<file path="config.mk">
export PLATFORM = sky130hd
export DESIGN_NAME = smc_clipper
export DESIGN_NICKNAME = d
export VERILOG_FILES = /design/src/logic/smc_pkg.sv /design/src/logic/smc_clipper.sv /design/src/logic/smc_fifo.sv
export SDC_FILE = /design/constraint.sdc
export NUM_CORES = 1
export LEC_CHECK = 0
export BUFFER_PORTS_ARGS = -buffer_cell sky130_fd_sc_hd__buf_2
export CORE_MARGIN = 2
export CORE_UTILIZATION = 62
export CTS_BUF_LIST = sky130_fd_sc_hd__clkbuf_4 sky130_fd_sc_hd__clkbuf_8
export CTS_CLUSTER_DIAMETER = 40
export DETAILED_ROUTE_END_ITERATION = 12
export PLACE_DENSITY = 0.84
export SLEW_MARGIN = 15
export SYNTH_ARGS = -nofsm -noshare
export SYNTH_HDL_FRONTEND = slang
export SYNTH_SLANG_ARGS = --single-unit
</file>
<file path="constraint.sdc">
create_clock -name clk -period 5.1 [get_ports clk]
set_clock_uncertainty 0.2 [all_clocks]
set_input_delay 0.255 -clock clk [delete_from_list [all_inputs] [get_ports clk]]
set_output_delay 0.255 -clock clk [all_outputs]
set_load 0.05 [all_outputs]
</file>
<file path="src/logic/smc_pkg.sv">
package smc_pkg;
    // ****************************************
    // register map
    // ****************************************
    localparam logic [7:0] SMC_OFS_MID      = 8'h10;
    localparam logic [7:0] SMC_OFS_LOW      = 8'h11;
    localparam logic [7:0] SMC_OFS_RATE     = 8'h06;
    localparam logic [7:0] SMC_RST_MID      = 8'hFF;
    localparam logic [7:0] SMC_RST_LOW      = 8'hFC;
    localparam logic [7:0] SMC_RST_ANALOG   = 8'h55;
    localparam int         SMC_LOW_LSB      = 2;
    localparam int         SMC_RATE_LSB     = 4;
    localparam logic [2:0] SMC_RST_RATE     = 3'h5;
    localparam logic [7:0] SMC_RATE_MASK    = 8'h70;
    // ****************************************
    // datapath
    // ****************************************
    localparam int         SMC_LEVEL_W      = 20;
    localparam int         SMC_SAMPLE_W     = 24;
    localparam int         SMC_FIFO_DEPTH   = 8;
endpackage
</file>
<file path="src/logic/smc_clipper.sv">
`timescale 1ns/10ps
module smc_clipper
    import smc_pkg::*;
(
    // clock and reset
    input  wire logic                    clk,
    input  wire logic                    rst,
    // register port
    input  wire logic                    reg_wr,
    input  wire logic [7:0]              reg_addr,
    input  wire logic [7:0]              reg_wdata,
    output logic      [7:0]              reg_rdata,
    // upper threshold bits from elsewhere
    input  wire logic [5:0]              clip_threshold_high,
    // single or double speed
    input  wire logic                    double_speed,
    // switching-rate ratio out
    output logic      [4:0]              pwm_ratio,
    // sample input stream
    input  wire logic                    in_valid,
    output logic                         in_ready,
    input  wire logic [SMC_SAMPLE_W-1:0] in_sample,
    // sample output to converter
    output logic                         out_valid,
    input  wire logic                    out_ready,
    output logic      [SMC_SAMPLE_W-1:0] out_sample
);
    // ****************************************
    // registers
    // ****************************************
    logic [7:0]              clip_threshold_mid_bits;
    logic [7:0]              clip_threshold_low_bits;
    logic [7:0]              analog_ctrl;
    logic [SMC_LEVEL_W-1:0]  clip_threshold;
    logic signed [SMC_SAMPLE_W-1:0] pos_lim;
    logic signed [SMC_SAMPLE_W-1:0] neg_lim;
    logic signed [SMC_SAMPLE_W-1:0] next_sample;
    logic                    fifo_ready;
    logic                    held_valid;

    // threshold mid bits
    always_ff @(posedge clk) begin
        if (rst) begin
            clip_threshold_mid_bits <= SMC_RST_MID;
        end else if (reg_wr && reg_addr == SMC_OFS_MID) begin
            clip_threshold_mid_bits <= reg_wdata;
        end
    end

    // low bits; reserved bits stored as written, host keeps them 00
    always_ff @(posedge clk) begin
        if (rst) begin
            clip_threshold_low_bits <= SMC_RST_LOW;
        end else if (reg_wr && reg_addr == SMC_OFS_LOW) begin
            clip_threshold_low_bits <= reg_wdata;
        end
    end

    // analog control, only rate field used here
    always_ff @(posedge clk) begin
        if (rst) begin
            analog_ctrl <= SMC_RST_ANALOG;
        end else if (reg_wr && reg_addr == SMC_OFS_RATE) begin
            analog_ctrl <= reg_wdata;
        end
    end

    // readback; unmapped offsets read zero
    always_comb begin
        unique case (reg_addr)
            SMC_OFS_MID:  reg_rdata = clip_threshold_mid_bits;
            SMC_OFS_LOW:  reg_rdata = clip_threshold_low_bits;
            SMC_OFS_RATE: reg_rdata = analog_ctrl;
            default:      reg_rdata = 8'h00;
        endcase
    end

    // ratio lookup, halved in double speed
    always_comb begin
        unique case (analog_ctrl[SMC_RATE_LSB +: 3])
            3'h0:    pwm_ratio = 5'h06;
            3'h1:    pwm_ratio = 5'h08;
            3'h2:    pwm_ratio = 5'h0A;
            3'h3:    pwm_ratio = 5'h0C;
            3'h4:    pwm_ratio = 5'h0E;
            3'h5:    pwm_ratio = 5'h10;
            3'h6:    pwm_ratio = 5'h14;
            default: pwm_ratio = 5'h18;
        endcase
        if (double_speed) begin
            pwm_ratio = pwm_ratio >> 1;
        end
    end

    // ****************************************
    // clipping
    // ****************************************
    assign clip_threshold = {clip_threshold_high, clip_threshold_mid_bits,
                             clip_threshold_low_bits[7:SMC_LOW_LSB]};
    assign pos_lim = $signed({{(SMC_SAMPLE_W-SMC_LEVEL_W){1'b0}},
                              clip_threshold});
    assign neg_lim = -pos_lim;

    // symmetric saturation; stalls when fifo full
    always_comb begin
        next_sample = $signed(in_sample);
        if ($signed(in_sample) > pos_lim) begin
            next_sample = pos_lim;
        end else if ($signed(in_sample) < neg_lim) begin
            next_sample = neg_lim;
        end
    end
    assign in_ready = fifo_ready;
    assign held_valid = in_valid;

    smc_fifo #(
        .WIDTH (SMC_SAMPLE_W),
        .DEPTH (SMC_FIFO_DEPTH)
    ) smc_fifo_i (
        .clk       (clk),
        .rst       (rst),
        .in_valid  (held_valid),
        .in_ready  (fifo_ready),
        .in_data   (next_sample),
        .out_valid (out_valid),
        .out_ready (out_ready),
        .out_data  (out_sample)
    );
endmodule

</file>
<file path="src/logic/smc_fifo.sv">
`timescale 1ns/10ps
module smc_fifo #(
    parameter int WIDTH = 24,
    parameter int DEPTH = 8
) (
    // clock and reset
    input  wire logic             clk,
    input  wire logic             rst,
    // write side
    input  wire logic             in_valid,
    output logic                  in_ready,
    input  wire logic [WIDTH-1:0] in_data,
    // read side
    output logic                  out_valid,
    input  wire logic             out_ready,
    output logic      [WIDTH-1:0] out_data
);
    localparam int AW = $clog2(DEPTH);
    logic [WIDTH-1:0] mem [DEPTH];
    logic [AW:0]      wr_ptr;
    logic [AW:0]      rd_ptr;
    logic             push;
    logic             pop;

    // extra pointer bit tells full from empty
    assign in_ready  = (wr_ptr - rd_ptr) != (AW+1)'(DEPTH);
    assign out_valid = wr_ptr != rd_ptr;
    assign push      = in_valid && in_ready;
    assign pop       = out_valid && out_ready;
    assign out_data  = mem[rd_ptr[AW-1:0]];

    // storage, no reset needed
    always_ff @(posedge clk) begin
        if (push) begin
            mem[wr_ptr[AW-1:0]] <= in_data;
        end
    end

    // pointers
    always_ff @(posedge clk) begin
        if (rst) begin
            wr_ptr <= '0;
            rd_ptr <= '0;
        end else begin
            if (push) begin
                wr_ptr <= wr_ptr + 1'b1;
            end
            if (pop) begin
                rd_ptr <= rd_ptr + 1'b1;
            end
        end
    end
endmodule

</file>
Yosys cells after proc, flatten, opt, wreduce, memory -nomap -nowiden

Memory sizes are Yosys's and may differ from the RTL's. A register that Yosys moved wholly into a read port is not among the register bits.
Cells that the tools add are included.

Add/subtract/negate cells: 4
$mul: 0
Divide/modulo/power cells: 0
Order comparisons: 2
Eq/ne operators: 11
Shift-type cells: 0
Mux-type cells: 9
Bitwise logic cells: 0
Reductions and logical operators: 6

Operators by type and width:

| operator                                                        | number |
|---|---|
| 24-bit two-way mux                                              | 2 |
| 5-bit case mux with 7 select lines                              | 1 |
| 24-bit by 21-bit greater-than comparator with 1-bit output      | 1 |
| 24-bit less-than comparator                                     | 1 |
| 20-bit negator with 24-bit output                               | 1 |
| 8-bit case mux with 3 select lines                              | 1 |
| 8-bit by 5-bit == test with 1-bit output, second input constant | 2 |
| 3-bit == test, second input constant                            | 3 |
| 4-bit by 1-bit adder with 4-bit output, second input constant   | 2 |
| 8-bit by 3-bit == test with 1-bit output, second input constant | 1 |
| 3-bit by 2-bit == test with 1-bit output, second input constant | 2 |
| 3-bit two-way mux                                               | 2 |
| 1-bit logical AND                                               | 5 |
| 5-bit two-way mux                                               | 1 |
| 4-bit inequality test                                           | 1 |
| 4-bit inequality test, second input constant                    | 1 |
| 4-bit subtractor                                                | 1 |
| 3-bit by 1-bit == test with 1-bit output, second input constant | 1 |
| 3-bit zero test                                                 | 1 |
| 1-bit two-way mux                                               | 2 |

Register bits after elaboration: 32
Latch bits: 0
Memory bits (writable): 192
Bits in read-only memories: 0
Input bits: 52
Output and inout port bits: 39
Word-level logic and storage cells: 38
Memories: 1

Memories:

| name           | words | bits a word | rd ports | clocked after memory_dff | wr ports | line           | text |
|---|---|---|---|---|---|---|---|
| smc_fifo_i.mem | 8     | 24          | 1        | 1                        | 1        | smc_fifo.sv:19 | `logic [WIDTH-1:0] mem [DEPTH];` |

Depth between registers and ports, before layout

Gate-level depths: netlist of run 1.

Word-level depth: 5
Gate-level depth with buffers: 18
Mapped depth without buffers: 15

Modules after synthesis

Synthesis of run 1 repeated with hierarchy kept, for this count alone.

Cells, all modules: 813
Area, all modules: 11113.2 µm²

By module, submodules not included:

| module      | times used | cells each | area an instance (µm²) | seq. area each (µm²) |
|---|---|---|---|---|
| smc_fifo    | 1          | 354        | 7853.8                 | 5985.7 |
| smc_clipper | 1          | 459        | 3259.4                 | 480.5 |

Least setup slack after synthesis of run 1

Ideal clock, no wire load.

Path kind: register to register
From: reg smc_fifo_i.wr_ptr[1]
To: mem smc_fifo_i.mem[0][0] (enable)
Library setup time: 0.435 ns
Arrival: 3.531 ns
Required time: 4.465 ns
Path slack: 0.933 ns
Cell stages (with the launch flop): 8
Buffers on the path: 0
Clock period less this slack: 4.167 ns
Path through: dfxtp_1 ha_1 nor2b_1 o21a_1 or3_1 a31oi_1 nand2_1 nor3_1

Word-level cells in the longest chain between the ends: 5

Ends and longest elaborated chain:

| element                                 | line           | text |
|---|---|---|
| start, declared                         | smc_fifo.sv:20 | `logic [AW:0] wr_ptr;` |
| start signal, assigned                  | smc_fifo.sv:46 | `wr_ptr <= wr_ptr + 1'b1;` |
| 4-bit subtractor                        | smc_fifo.sv:26 | `assign in_ready = (wr_ptr - rd_ptr) != (AW+1)'(DEPTH);` |
| 4-bit inequality test                   | smc_fifo.sv:26 |  |
| 1-bit logical AND                       | smc_fifo.sv:28 | `assign push = in_valid && in_ready;` |
| 1-bit two-way mux                       | smc_fifo.sv:34 | `if (push) begin` |
| 1-bit two-way mux (implied by the code) | smc_fifo.sv:35 | `mem[wr_ptr[AW-1:0]] <= in_data;` |
| end, declared                           | smc_fifo.sv:19 |  |

Several ways; a longest one is shown, not always the timed one.

Final worst setup path of run 1

From: reg clip_threshold_low_bits[3]
To: mem smc_fifo_i.mem[4][0] (data pin)

Word-level cells in the longest chain between the ends: 4
Elaborated cells between the ends (all ways): 5
Those cells by class: add/sub: 1; order compare: 2; mux: 2

Ends and longest elaborated chain:

| element                           | line               | text |
|---|---|---|
| start, declared                   | smc_clipper.sv:32  | `logic [7:0] clip_threshold_low_bits;` |
| start signal, assigned            | smc_clipper.sv:55  | `clip_threshold_low_bits <= reg_wdata;` |
| 20-bit negator with 24-bit output | smc_clipper.sv:102 | `assign neg_lim = -pos_lim;` |
| 24-bit less-than comparator       | smc_clipper.sv:109 | `end else if ($signed(in_sample) < neg_lim) begin` |
| 24-bit two-way mux                | smc_clipper.sv:109 |  |
| 24-bit two-way mux (*)            | smc_clipper.sv:107 | `if ($signed(in_sample) > pos_lim) begin` |
| via next_sample[0]                | smc_clipper.sv:37  | `logic signed [SMC_SAMPLE_W-1:0] next_sample;` |

Mark *: on every way through the listed nets, which the timed path passes. The rest lies on a longest branch.

==> impl_metrics.csv, run 1 <==
group,metric,value,unit
synth,synth_top_area_cell,"edfxtp_1",
synth,yosysMostFrequentCell,"edfxtp_1",
sta,final.period_utilization,95.8,%
clock_network,cts_tree,"built",
finish,fin_nets,1027,
power_and_ir_drop,p_seq_share,44.5,%
hold_path,holdCritPathClass,"in2reg",
finish,syn_to_final_growth,15.5,%
sta,hold_viol,0,
sta,period_minus_slack,4.88,ns
floorplan,dieArea,0.0188,mm^2
grt,grt_pass1_wl,40700,um
sta,finalSetupViolations,0,
flow_run,cap_violations,0,
clock_network,cts-root-buf,"clkbuf_8",
setup_path,rrSetupSlack,0.22,ns
sta,worst_slew_pin_slew,0.963,ns
sta,slew_headroom,35.8,%
clock_network,path_clk_slew,0.06,ns
floorplan,die_w,137,um
power_and_ir_drop,switching_share,30.4,%
placed_design,gp_congestion,0.995,
clock_network,insertion_delay,0.52,ns
power_and_ir_drop,p_int,3.54,mW
setup_path,path_class,"reg2reg",
setup_path,end_kind,"flip-flop",
power_and_ir_drop,peakVddDrop,245,uV
grt,grt_max_degree,49,
route,postRouteAntennaNets,0,
setup_path,r2r_start,"clip_threshold_low_bits[3]",
grt,gr-total-overflow,0,
synth,ys_warn_count,0,
synth,syn_area,0.0110,mm^2
finish,diodes,0,
floorplan,io_pins,91,
sta,max_freq,205,MHz
synth,syn_area_per_cell,13.9,um^2
floorplan,die_height,137,um
clock_network,cts_inserted_buffers,38,
route,post_drt_wl_per_cell,22.8,um
synth,synth_common_cells,"edfxtp_1, nor2_1, ha_1, mux4_2, nand2_1",
sta,rsz0062_at_grt,"false",
floorplan,core,0.0173,mm^2
clock_network,htreeDepth,2,
finish,fillers,1074,
floorplan,initial_core_util,63.6,%
sta,finalSetupTns,0,ns
route,via_count,7466,
setup_path,reg2reg_to,"smc_fifo_i.mem[4][0]",
power_and_ir_drop,leakage,4.62,nW
floorplan,rows,48,
synth,netlist_instances,794,
hold_path,hold_depth,5,
hold_path,hold-path-endpoint,"smc_fifo_i.wr_ptr[1]",
hold_path,hold_path_startpoint,"in_valid",
grt,grt_pass1_vias,7374,
clock_network,cts_sinks,227,
synth,ys_seq_area_share,58.8,%
route,avgViaCountPerCell,6.35,
route,first_pass_iters,5,
setup_path,r2r_cells,14,
power_and_ir_drop,clock_power_share,32.6,%
synth,synth_edf_count,192,
setup_path,crit_arrival,4.86,ns
grt,antenna_found_initial,0,
placed_design,hpwlAfterDp,17300,um
synth,synth-async-reset-ratio,0,%
synth,synth_cell_types,53,
synth,synth_nets,895,
synth,yosys_most_used_dff,"edfxtp_1",
setup_path,path_max_fanout,16,
synth,netlist.area_leader.share,52.4,%
power_and_ir_drop,powerDensity,401,mW/mm^2
placed_design,numPortBuffers,90,
status,status,"completed",
setup_path,critPathLaunchType,"flip-flop",
finish,drive_above_1_share,28.8,%
setup_path,critical_path_required,5.08,ns
sta,slew_viol_final,0,
route,drt_drc_violations_left,0,
synth,synth_area_leaders,"edfxtp_1, mux4_2, dfxtp_1",
power_and_ir_drop,p_switching,1.55,mW
sta,holdWs,0.0427,ns
route,drt_iter0_markers,577,
route,wl,26800,um
synth,ys_seq_elements,227,
power_and_ir_drop,power_frac_comb,22.9,%
clock_network,post_cts_buffers,0,
grt,grt_use_total,29.4,%
clock_network,clockBufferDepth,3,
per-stage QoR:
step                      instance area, um^2  total power, mW  cells  setup WS (ns)  utilization, %
after global routing                    12700             5.24   1176         0.0140            73.5
after floorplan                         11000             3.13    794          0.933               -
after CTS                               12700             5.10   1176          0.248            73.4
after global placement                  11800             3.40   1101          0.519            68.3
after detailed placement                11800             3.44   1101          0.353            68.3
final                                   12700             5.09   1176          0.216            73.5
cells by family after synthesis:
| group | synth area share (%) |
|---|---|
| flops | 58.8 |
| buf+inv | 2.73 |
| fa+ha+maj | 5.57 |
| mux | 13.9 |
| xor+xnor | 1.99 |
| compound gates | 7.64 |
| simple gates | 9.37 |
routing by layer:
layer / track usage, % / part of all wire [%]
met5: 0 / 0
met4: 9.16 / 2.7
met3: 4.93 / 8.1
met2: 48.7 / 50
met1: 40.3 / 39
area by class of cell:
class                      count  area, um^2  area share (%)
sequential                   227        6470            50.9
multi-input combinational    497        4270            33.6
timing repair buffer         132         791            6.22
clock buffer                  51         633            4.98
tap                          225         282            2.22
clock inverter                14         146            1.15
inverter                      30         113           0.886
power groups by stage:
stage	Sequential [mW]	Clock, mW	Combinational (mW)
finish	2.27	1.66	1.17
global route	2.28	1.74	1.22
CTS	2.27	1.67	1.17
detailed placement	2.30	0	1.14
global placement	2.29	0	1.12
floorplan	2.23	0	0.902
state kept, by name (all words and copies together) (netlist names), named ones only:
| name | count |
|---|---|
| smc_fifo_i.wr_ptr | 4 |
| clip_threshold_low_bits | 8 |
| smc_fifo_i.rd_ptr | 4 |
| clip_threshold_mid_bits | 8 |
| smc_fifo_i.mem | 192 |
| analog_ctrl | 8 |
worst max-delay path, cell delays in order, from the launching register on:
cell      delay (ns)
dfxtp_1         0.35
inv_1           0.10
ha_1            0.21
nor3b_2         0.38
nand4_1         0.18
xnor2_1         0.22
inv_1           0.07
ha_1            0.18
a21oi_1         0.15
o21ai_0         0.18
a211oi_1        0.45
a211o_1         0.25
nand3_1         0.44
a21oi_1         0.44
mux2i_1         0.74
what timing repair did:
item / 4_1_cts / 5_1_grt
hold endpoints to repair: 31 / 0
setup endpoints to repair: 0 / 8
resized for setup: 0 / 1
hold buffers: 10 / 0
worst max path at each step:
stage | from | to | slack, ns
2_1_floorplan | smc_fifo_i.wr_ptr[1] | smc_fifo_i.mem[0][0] | 0.93
3_3_place_gp | clip_threshold_low_bits[2] | smc_fifo_i.mem[0][9] | 0.52
3_5_place_dp | clip_threshold_low_bits[3] | smc_fifo_i.mem[0][9] | 0.35
4_1_cts | clip_threshold_low_bits[3] | smc_fifo_i.mem[0][9] | 0.25
5_1_grt | clip_threshold_low_bits[3] | smc_fifo_i.mem[4][0] | 0.01
6_report | clip_threshold_low_bits[3] | smc_fifo_i.mem[4][0] | 0.22
cell usage in the layout (no fill, tap or decap), types with 4 or more instances in the layout:
cell	instances
a211o_1	9
a211oi_1	5
a21o_1	4
a21oi_1	25
a31oi_1	19
and3_1	8
buf_2	90
buf_4	32
clkbuf_4	11
clkbuf_8	40
clkinv_1	7
dfxtp_1	33
dlygate4sd3_1	10
edfxtp_1	192
ha_1	49
inv_1	30
mux2_2	24
mux2i_1	18
mux4_2	48
nand2_1	47
nand2b_1	13
nand3_1	15
nand3b_1	4
nand4_1	18
nor2_1	53
nor2_2	6
nor2b_1	6
nor3_2	5
nor4_1	4
o211ai_1	18
o21a_1	4
o21ai_0	29
or3_1	9
xnor2_1	22
(Power assumes the default switching activity.)
==> run 2, diff against run 1 <==
Settings changed: CORE_UTILIZATION 62 to 65, GPL_ROUTABILITY_DRIVEN set to 1, PLACE_DENSITY 0.84 to 0.88, REMOVE_ABC_BUFFERS set to 1.
Clock period 5.1 ns to 6 ns, I/O delays scaled along.
==> impl_metrics.csv, run 2 (synthesis results as in run 1) <==
group,metric,value,unit
floorplan,initial_core_util,66.3,%
setup_path,path_max_fanout,20,
power_and_ir_drop,power_frac_comb,23.2,%
sta,hold_viol,0,
status,status,"completed",
route,drt_iter0_markers,752,
grt,met2_usage,50.4,%
sta,period_minus_slack,5.27,ns
clock_network,post_cts_buffers,0,
placed_design,numPortBuffers,90,
clock_network,post_cts_resized,0,
clock_network,clockBufferDepth,3,
grt,grt_max_degree,49,
setup_path,crit_buf_inv,1,
clock_network,insertion_delay,0.52,ns
setup_path,crit_chain,"inv_1 -> ha_1 -> nor3b_2 -> nand2_1 -> nor4_1 -> and3_1 -> ha_1 -> nand4_1 -> or4_1 -> a211o_1 -> nand3_1 -> a21oi_1 -> a211oi_1",
route,first_pass_iters,6,
finish,final_cell_mix,"edfxtp_1, buf_2, nor2_1",
clock_network,cts-root-buf,"clkbuf_8",
setup_path,slowest_stage,"a211oi_1",
grt,grt.met3_usage,6.05,%
power_and_ir_drop,p_int,2.90,mW
power_and_ir_drop,leakage,4.48,nW
finish,largest_reg_flops,192,
setup_path,cpPeakStageDelay,0.79,ns
sta,rsz0062_at_grt,"false",
grt,gr-usage-met1,38.8,%
clock_network,cts_sinks,227,
grt,grt_use_total,29.7,%
power_and_ir_drop,powerDensity,337,mW/mm^2
grt,grt_pass1_wl,40100,um
hold_path,holdCritPathClass,"in2reg",
route,wl,25900,um
grt,top_usage_layer,"met2",
route,postRouteAntennaNets,0,
flow_run,cap_violations,0,
floorplan,die_w,134,um
placed_design,hpwlAfterDp,17000,um
floorplan,io_pins,91,
sta,final.period_utilization,87.8,%
finish,syn_to_final_growth,13.4,%
sta,slew_viol_final,0,
sta,worst_slew_pin_slew,1.15,ns
clock_network,htreeDepth,2,
clock_network,cts_tree,"built",
sta,holdWs,0.0592,ns
route,via_count,7419,
finish,diodes,0,
power_and_ir_drop,p_seq_share,45.7,%
floorplan,rows,47,
power_and_ir_drop,switching_share,31.0,%
finish,drive_above_1_share,27.0,%
floorplan,die_height,134,um
setup_path,critical_path_required,6.00,ns
grt,grt_pass1_vias,7261,
sta,slew_headroom,22.9,%
power_and_ir_drop,peakVddDrop,199,uV
setup_path,crit_arrival,5.27,ns
sta,max_freq,190,MHz
clock_network,ctsHoldBuffers,9,
finish,fin_nets,1002,
power_and_ir_drop,p_switching,1.30,mW
route,drt_drc_violations_left,0,
grt,antenna_found_initial,0,
grt,gr-total-overflow,0,
floorplan,core,0.0166,mm^2
clock_network,path_clk_slew,0.06,ns
setup_path,cp_common_cell,"ha_1",
floorplan,dieArea,0.0180,mm^2
setup_path,path_class,"reg2reg",
power_and_ir_drop,clock_power_share,31.1,%
setup_path,critPathLaunchType,"flip-flop",
clock_network,cts_inserted_buffers,37,
route,avgViaCountPerCell,6.47,
placed_design,gp_congestion,0.936,
sta,finalSetupViolations,0,
route,post_drt_wl_per_cell,22.6,um
finish,layout_commonest_cell,"edfxtp_1",
setup_path,end_kind,"flip-flop",
sta,finalSetupTns,0,ns
setup_path,crit_family,"simple AND/OR/NAND/NOR gates",
[run 2: cell types whose count changed in the layout (fill, tap and decap cells not counted), sizes merged]
cell	delta
clkinvlp	+2
buf	-23
inv	-1
clkinv	+1
dlygate4sd3	-1
bufinv	-2
[run 2: path summary, 6_finish.rpt]
check                              from               endpoint  slack (ns)  cells after the start
max          clip_threshold_low_bits[3]  smc_fifo_i.mem[6][21]        0.73                     13
min reg2reg              analog_ctrl[3]         analog_ctrl[3]        0.26                      2
max reg2reg  clip_threshold_low_bits[3]  smc_fifo_i.mem[6][21]        0.73                     13
min                                 rst              flip-flop        0.06                      2
[run 2: power by group through the flow]
stage / clock network [mW] / logic [mW] / registers, mW
floorplan: 0 / 0.715 / 1.94
global placement: 0 / 0.940 / 1.94
detailed placement: 0 / 0.964 / 1.96
CTS: 1.32 / 0.975 / 1.93
global route: 1.38 / 1.02 / 1.94
finish: 1.31 / 0.976 / 1.92
[run 2: layer usage]
metal  vias up  wire [um]  share of wire (%)
li1       3312          -                  -
met1      3632      10000                 39
met2       411      12900                 50
met3        64       2120                8.2
met4         0        763                2.9
met5         -          0                  0
[run 2: area by class of cell]
| type | count | area (um^2) |
|---|---|---|
| clock buffers | 51 | 621 |
| clock inverters | 14 | 98.8 |
| fillers | 972 | 4110 |
| inverters | 30 | 113 |
| multi-input cells | 497 | 4290 |
| flip-flops and latches | 227 | 6470 |
| well taps | 220 | 275 |
| repair buffers | 108 | 608 |
[run 2: through the flow]
step                      setup WS (ns)  power (mW)  area, um^2  std cells  util [%]
after floorplan                    1.47        2.66       10800        754         -
after global placement             1.18        2.88       11700       1073      70.3
after detailed placement           1.02        2.92       11700       1073      70.3
after CTS                         0.928        4.22       12500       1147      75.2
after global routing              0.409        4.35       12500       1147      75.2
final                             0.732        4.21       12500       1147      75.2
